**src/design/vfsc_consts.vh**
```
// Constants of the video front end serial control block
`ifndef VFSC_CONSTS_VH
`define VFSC_CONSTS_VH
`define VFSC_WORD_BITS 8
`define VFSC_STANDBY_POS 7
`define VFSC_GAIN_MSB 6
`define VFSC_GAIN_LSB 2
`define VFSC_SEL_MSB 1
`define VFSC_SEL_LSB 0
`define VFSC_WORD_RESET 8'h00
`define VFSC_SYNC_STAGES 2
`define VFSC_SCLK_IDLE 1'h0
`define VFSC_LOAD_IDLE 1'h1
`define VFSC_CASCADE_RESET 1'h0
`endif

```
**src/design/vfsc_serial_control.v**
```verilog
// Serial control port of a video front end: shift, load and cascade
`timescale 1ns/1ps
`include "vfsc_consts.vh"
module vfsc_serial_control (
  clock,
  reset_n,
  clock_enable,
  serial_clock,
  load_enable_n,
  serial_in,
  power_down_pin,
  hold_in,
  serial_out,
  standby,
  gain_code,
  input_select,
  hold_sample,
  control_word
);
  parameter WORD_BITS = `VFSC_WORD_BITS;
  input wire clock;
  input wire reset_n;
  input wire clock_enable;
  input wire serial_clock;
  input wire load_enable_n;
  input wire serial_in;
  input wire power_down_pin;
  input wire hold_in;
  output reg serial_out;
  output wire standby;
  output wire [4:0] gain_code;
  output wire [1:0] input_select;
  output wire hold_sample;
  output wire [WORD_BITS-1:0] control_word;

  // ==========================================================
  // Field positions
  localparam STANDBY_POS = `VFSC_STANDBY_POS;
  localparam GAIN_MSB = `VFSC_GAIN_MSB;
  localparam GAIN_LSB = `VFSC_GAIN_LSB;
  localparam SEL_MSB = `VFSC_SEL_MSB;
  localparam SEL_LSB = `VFSC_SEL_LSB;
  // Index of the stage that feeds the cascade output
  localparam TOP_STAGE = WORD_BITS - 1;

  // ==========================================================
  // Input synchronisers
  // Every pin but clock_enable and reset_n runs off its own timing, so each passes two flops
  // before any logic reads it; this costs two cycles of latency.
  // A low clock enable freezes these flops too, so pin edges that
  // come and go while frozen are lost.
  wire sclk_sync;
  wire load_n_sync;
  wire load_sync_inv;
  wire data_in_sync;
  wire power_down_sync;
  wire hold_sync;

  vfsc_sync u_sync_sclk (
    .clock(clock),
    .reset_n(reset_n),
    .clock_enable(clock_enable),
    .async_in(serial_clock),
    .sync_out(sclk_sync)
  );

  // Enable resets to idle-high through an inverted path, so that
  // reset release is not mistaken for a load edge.
  vfsc_sync u_sync_load (
    .clock(clock),
    .reset_n(reset_n),
    .clock_enable(clock_enable),
    .async_in(~load_enable_n),
    .sync_out(load_sync_inv)
  );
  assign load_n_sync = ~load_sync_inv;

  vfsc_sync u_sync_data (
    .clock(clock),
    .reset_n(reset_n),
    .clock_enable(clock_enable),
    .async_in(serial_in),
    .sync_out(data_in_sync)
  );

  vfsc_sync u_sync_power (
    .clock(clock),
    .reset_n(reset_n),
    .clock_enable(clock_enable),
    .async_in(power_down_pin),
    .sync_out(power_down_sync)
  );

  vfsc_sync u_sync_hold (
    .clock(clock),
    .reset_n(reset_n),
    .clock_enable(clock_enable),
    .async_in(hold_in),
    .sync_out(hold_sync)
  );

  // ==========================================================
  // Edge detection on synchronised levels
  reg sclk_last_reg;
  reg sclk_last_next;
  reg load_n_last_reg;
  reg load_n_last_next;
  wire shift_allowed;
  wire sclk_rise;
  wire load_rise;

  always @* begin
    sclk_last_next = sclk_sync;
    load_n_last_next = load_n_sync;
  end

  // Last-level flops reset to the idle pin levels so that no
  // false edge follows reset.
  always @(posedge clock or negedge reset_n) begin
    if (!reset_n) begin
      sclk_last_reg <= `VFSC_SCLK_IDLE;
    end else if (clock_enable) begin
      sclk_last_reg <= sclk_last_next;
    end
  end

  always @(posedge clock or negedge reset_n) begin
    if (!reset_n) begin
      load_n_last_reg <= `VFSC_LOAD_IDLE;
    end else if (clock_enable) begin
      load_n_last_reg <= load_n_last_next;
    end
  end

  // Both paths have equal latency, so the data seen with an
  // edge is the data that stood at the pin with that edge.
  assign shift_allowed = ~load_n_sync;
  assign sclk_rise = sclk_sync & ~sclk_last_reg & shift_allowed;
  assign load_rise = load_n_sync & ~load_n_last_reg;

  // ==========================================================
  // Shift register and cascade output
  reg [WORD_BITS-1:0] shift_reg;
  reg [WORD_BITS-1:0] shift_next;
  reg serial_out_next;

  always @* begin
    shift_next = shift_reg;
    serial_out_next = serial_out;
    if (sclk_rise) begin
      // First bit in travels toward the top stage
      shift_next = {shift_reg[TOP_STAGE-1:0], data_in_sync};
      // The top stage leaves as the new bit enters, so the next chip
      // sees the stream eight rises later.
      serial_out_next = shift_reg[TOP_STAGE];
    end
  end

  // The pin has no reset; reset here only gives a defined start.
  always @(posedge clock or negedge reset_n) begin
    if (!reset_n) begin
      shift_reg <= `VFSC_WORD_RESET;
      serial_out <= `VFSC_CASCADE_RESET;
    end else if (clock_enable) begin
      shift_reg <= shift_next;
      serial_out <= serial_out_next;
    end
  end

  // ==========================================================
  // Active control word
  reg [WORD_BITS-1:0] word_reg;
  reg [WORD_BITS-1:0] word_next;

  always @* begin
    word_next = word_reg;
    // A load with no rises since the last one copies the unchanged
    // shift register, so the word keeps its value.
    if (load_rise) begin
      word_next = shift_reg;
    end
  end

  always @(posedge clock or negedge reset_n) begin
    if (!reset_n) begin
      word_reg <= `VFSC_WORD_RESET;
    end else if (clock_enable) begin
      word_reg <= word_next;
    end
  end

  // ==========================================================
  // Decoded control outputs
  wire standby_from_word;
  wire standby_from_pin;

  assign control_word = word_reg;
  assign gain_code = word_reg[GAIN_MSB:GAIN_LSB];
  assign input_select = word_reg[SEL_MSB:SEL_LSB];
  assign standby_from_word = word_reg[STANDBY_POS];
  assign standby_from_pin = power_down_sync;
  // Either source alone is enough; the pin never alters the word.
  assign standby = standby_from_word | standby_from_pin;

  // Hold pulse is passed through for the analog sample path
  assign hold_sample = hold_sync;
endmodule

```
**src/design/vfsc_sync.v**
```verilog
// Two-stage synchroniser for one asynchronous input level
`timescale 1ns/1ps
module vfsc_sync (
  clock,
  reset_n,
  clock_enable,
  async_in,
  sync_out
);
  input wire clock;
  input wire reset_n;
  input wire clock_enable;
  input wire async_in;
  output wire sync_out;

  reg meta_reg;
  reg sync_reg;

  always @(posedge clock or negedge reset_n) begin
    if (!reset_n) begin
      meta_reg <= 1'b0;
      sync_reg <= 1'b0;
    end else if (clock_enable) begin
      meta_reg <= async_in;
      sync_reg <= meta_reg;
    end
  end

  assign sync_out = sync_reg;
endmodule

```
**config.mk**
```make
export PLATFORM = sky130hd
export DESIGN_NAME = vfsc_serial_control
export DESIGN_NICKNAME = d
export VERILOG_FILES = /design/src/design/vfsc_serial_control.v /design/src/design/vfsc_sync.v
export VERILOG_INCLUDE_DIRS = /design/src /design/src/design
export SDC_FILE = /design/constraint.sdc
export NUM_CORES = 1
export LEC_CHECK = 0
export ABC_CLOCK_PERIOD_IN_PS = 1300
export BUFFER_PORTS_ARGS = -buffer_cell sky130_fd_sc_hd__buf_2
export CAP_MARGIN = 30
export CORE_UTILIZATION = 49
export CTS_BUF_LIST = sky130_fd_sc_hd__clkbuf_4
export DETAILED_ROUTE_END_ITERATION = 7
export HOLD_SLACK_MARGIN = 0.02
export PLACE_DENSITY = 0.8
export REMOVE_ABC_BUFFERS = 1
export SLEW_MARGIN = 20
export SYNTH_ARGS = -nofsm -noshare
export SYNTH_HDL_FRONTEND = slang
export SYNTH_HIERARCHICAL = 1
export SYNTH_SLANG_ARGS = --single-unit
```
**constraint.sdc**
```tcl
create_clock -name clock -period 1.3 [get_ports clock]
set_input_delay 0.065 -clock clock [delete_from_list [all_inputs] [get_ports clock]]
set_output_delay 0.065 -clock clock [all_outputs]
set_load 0.01 [all_outputs]
```
After elaboration in Yosys (flattened, before gate mapping)
Index checks and enable logic that the tools add are counted.

Bitwise logic cells: 8. Reduce and logical (&&, ||, !) cells: 2.

Operators with widths (number): $not A1 Y1 (4); $reduce_and A2 Y1 (2); $and A1 B1 Y1 (3); $or A1 B1 Y1 (1).

Word-level logic and storage cells: 25. Input port bits: 8. Bits in registers: 29.

Longest topological paths before layout
Word-level depth: 4. Mapped depth: 2. Gate-level depth less buffers: 2.

By module
Netlist, hierarchy kept.

By module, submodules not included: vfsc_serial_control (area an instance 784.5 um2, times used 1, cells each 50); vfsc_sync (area an instance 72.6 um2, times used 5, cells each 4).

Worst setup path before layout
OpenSTA, ideal clock, no wires.

Path kind: reg-to-reg. Start: register u_sync_load.sync_reg, in the netlist u_sync_load/sync_out. End: register word_reg[0], in the netlist control_word[0]. Stages on the path, launching flop included: 3. Setup slack: 62 ps. Setup time: 125 ps. Path buffers: 0. Arrival time: 1113 ps. Cell sequence: dfrtp_1 nor3b_4 mux2_2.

Word-level cells in the longest chain between the ends: 3.

Ends and longest elaborated chain: start: declaration (RTL line vfsc_sync.v:17) `reg sync_reg;`; start signal: assignment (RTL line vfsc_sync.v:25) `sync_reg <= meta_reg;`; $not A1 Y1 (RTL line vfsc_serial_control.v:76) `assign load_n_sync = ~load_sync_inv;`; $and A1 B1 Y1 (RTL line vfsc_serial_control.v:139) `assign load_rise = load_n_sync & ~load_n_last_reg;`; $reduce_and A2 Y1 (no source line); end signal: assignment (RTL line vfsc_serial_control.v:186) `` word_reg <= `VFSC_WORD_RESET; ``; end signal: assignment (RTL line vfsc_serial_control.v:188) `word_reg <= word_next;`; end: declaration (RTL line vfsc_serial_control.v:172) `reg [WORD_BITS-1:0] word_reg;`.

No other way between the ends. A chain may end at the register's enable or synchronous reset.

Worst setup path in the final report
Start: register u_sync_load.sync_reg, in the netlist u_sync_load/sync_out. End: register word_reg[2], in the netlist control_word[2].

Same word-level chain as after synthesis.

==> impl_metrics.tcl <==
set metrics [dict create \
    tightest_slew_ps 599 \
    crit_path_end_kind "register" \
    dpl.cell_count 118 \
    grt-ovfl-total 0 \
    fp-row-count 17 \
    ys_top_cells_by_area "dfrtp_1 61%, mux2_2 27%, buf_4 4.6%" \
    cts_root_buf "clkbuf_4" \
    power_mw 2.29 \
    core_region_area_um2 2210 \
    post-synth-top-area-cell "dfrtp_1" \
    grt_pass1_wl_mm 2.77 \
    track_usage_pct 16.0 \
    maxCapViolations 0 \
    syn-cell-area_um2 1150 \
    fin_nets 111 \
    clk_latency_ps 320 \
    place.gp.congestion 0.672 \
    cts.clk_slew.worst_paths_ps 80 \
    path_max_fanout 8 \
    chipWidth_um 50.4 \
    peakVddDrop_v 0.00116 \
    area_growth_pct 21.5 \
    reg2regPathDepth 3 \
    syn_inst 70 \
    synthArstFlopShare_pct 100 \
    grt_max_degree 30 \
    endpoint "control_word[2]" \
    critPathLaunch "u_sync_load/sync_out" \
    fin_crit_ps 1260 \
    netlist_top_cells_count "28 x dfrtp_1, 28 x mux2_2, 7 x buf_4" \
    max_freq_mhz 796 \
    regToRegStartpoint "u_sync_load/sync_out" \
    syn_area_per_cell_um2 16.4 \
    detail-route-antenna-nets 0 \
    design_area_um2 1390 \
    instances_no_fill 132 \
    period_share_pct 96.7 \
    status "finished, final reports clean" \
    start_util_pct 51.9 \
    hp-class "in2reg" \
    wire_per_inst_um 12.3 \
    ys_types 10 \
    antenna_found_initial 0 \
    viasPerCell 5.00 \
    utilization_pct 63.0 \
    drt_drc_violations_left 0 \
    ios 26 \
    r2r_slack_ps 40 \
    startpoint_type "register" \
    drive_gt1_share_pct 63.5 \
    slew_headroom_pct 60.1 \
    die_h_um 50.4 \
    timing.rr.end "control_word[2]" \
    p_per_area_nw_per_um2 1640 \
    clockBufferDepth 2 \
    finalSetupTns_ps 0 \
    hold_slack_ps 172 \
    rsz0062_at_grt "false" \
    die_area_um2 2540 \
    cts_tree "done" \
    dr.pass1.iters 3 \
    finalSetupViolations 0 \
    worstSetupPathType "reg2reg" \
    dp_hpwl_mm 1.12 \
    ys.flop_type "dfrtp_1" \
    drt_iter0_drc 5 \
    pre_cts_ws_ps 41.6 \
    cts_made_buffers 5 \
    synth-edff-count 0 \
    cp.arrival_ps 1460 \
    fin_ws_ps 43.3 \
    yosysSeqAreaShare_pct 63.4 \
    cts.htree.levels 2 \
    skew_ps 4.07 \
    grt_pass1_vias 628 \
    num_vias 660 \
    wl_mm 1.62 \
    leakage_nw 0.714 \
    placed_cell_area_um2 1270 \
    hold_viol 0 \
    crit_required_ps 1510 \
    slew_viol_final 0 \
    synthDominantCellAreaShare_pct 61.1 \
    ys_warn_count 6 \
    numPortBuffers 25 \
    clock_sinks 29 \
    n_antenna_cell 0 \
    synth_seq_cells 29 \
]
-- per-layer routing --
metal	global-route usage, %	part of all wire [%]	vias to the layer above
met5	0	0	-
li1	-	-	306
met2	24.2	54	15
met3	7.27	4.6	8
met4	9.72	2.8	0
met1	18.6	39	331
-- worst max-delay path, cell delays in order (launching register included) --
cell and delay (ps):
dfrtp_2 460, nor3b_4 190, buf_6 160, mux2_2 340
-- repair_timing --
item / in CTS / in global routing
hold buffers: 5 / 1
setup endpoints to repair: 0 / 15
resized for setup: 0 / 3
setup buffers: 0 / 0
endpoints found under the hold margin: 32 / 1
-- report_power, final --
group	switching [mW]	internal [mW]
combinational	0.238	0.318
sequential	0.138	1.12
clock	0.281	0.195
-- worst min path at each step --
| stage | cells past startpoint | startpoint | to |
|---|---|---|---|
| 3_5_place_dp | 1 | reset_n | control_word[4] |
| 6_report | 3 | clock_enable | load_n_last_reg |
| 4_1_cts | 3 | load_enable_n | u_sync_load/meta_reg |
| 3_3_place_gp | 1 | reset_n | control_word[4] |
| 2_1_floorplan | 0 | reset_n | control_word[0] |
| 5_1_grt | 3 | clock_enable | load_n_last_reg |
-- cell usage in the layout (no fill, tap or decap), drive strengths merged --
master	count
buf	27
clkinv	3
clkbuf	5
inv	1
dfrtp	28
dfstp	1
or2	1
a21oi	1
nor2	1
mux2	28
nor3b	1
dlygate4sd3	6
nand4b	1
-- cells by family after synthesis --
family                 count (synthesis)  synth area share, %
and+or+nand+nor                        4                 3.82
AOI/OAI and AO/OA                      1                0.436
muxes                                 28                 27.5
DFF                                   29                 63.4
buffers and inverters                  8                 4.91
-- final cells by class --
type	instances	area, µm²
timing repair buffer	33	204
tap	28	35.0
multi-input combinational	33	373
clock inverter	3	12.5
fill	177	818
inverter	1	3.75
clock buffer	5	37.5
sequential	29	728
Power figures use the tool's default switching activity.
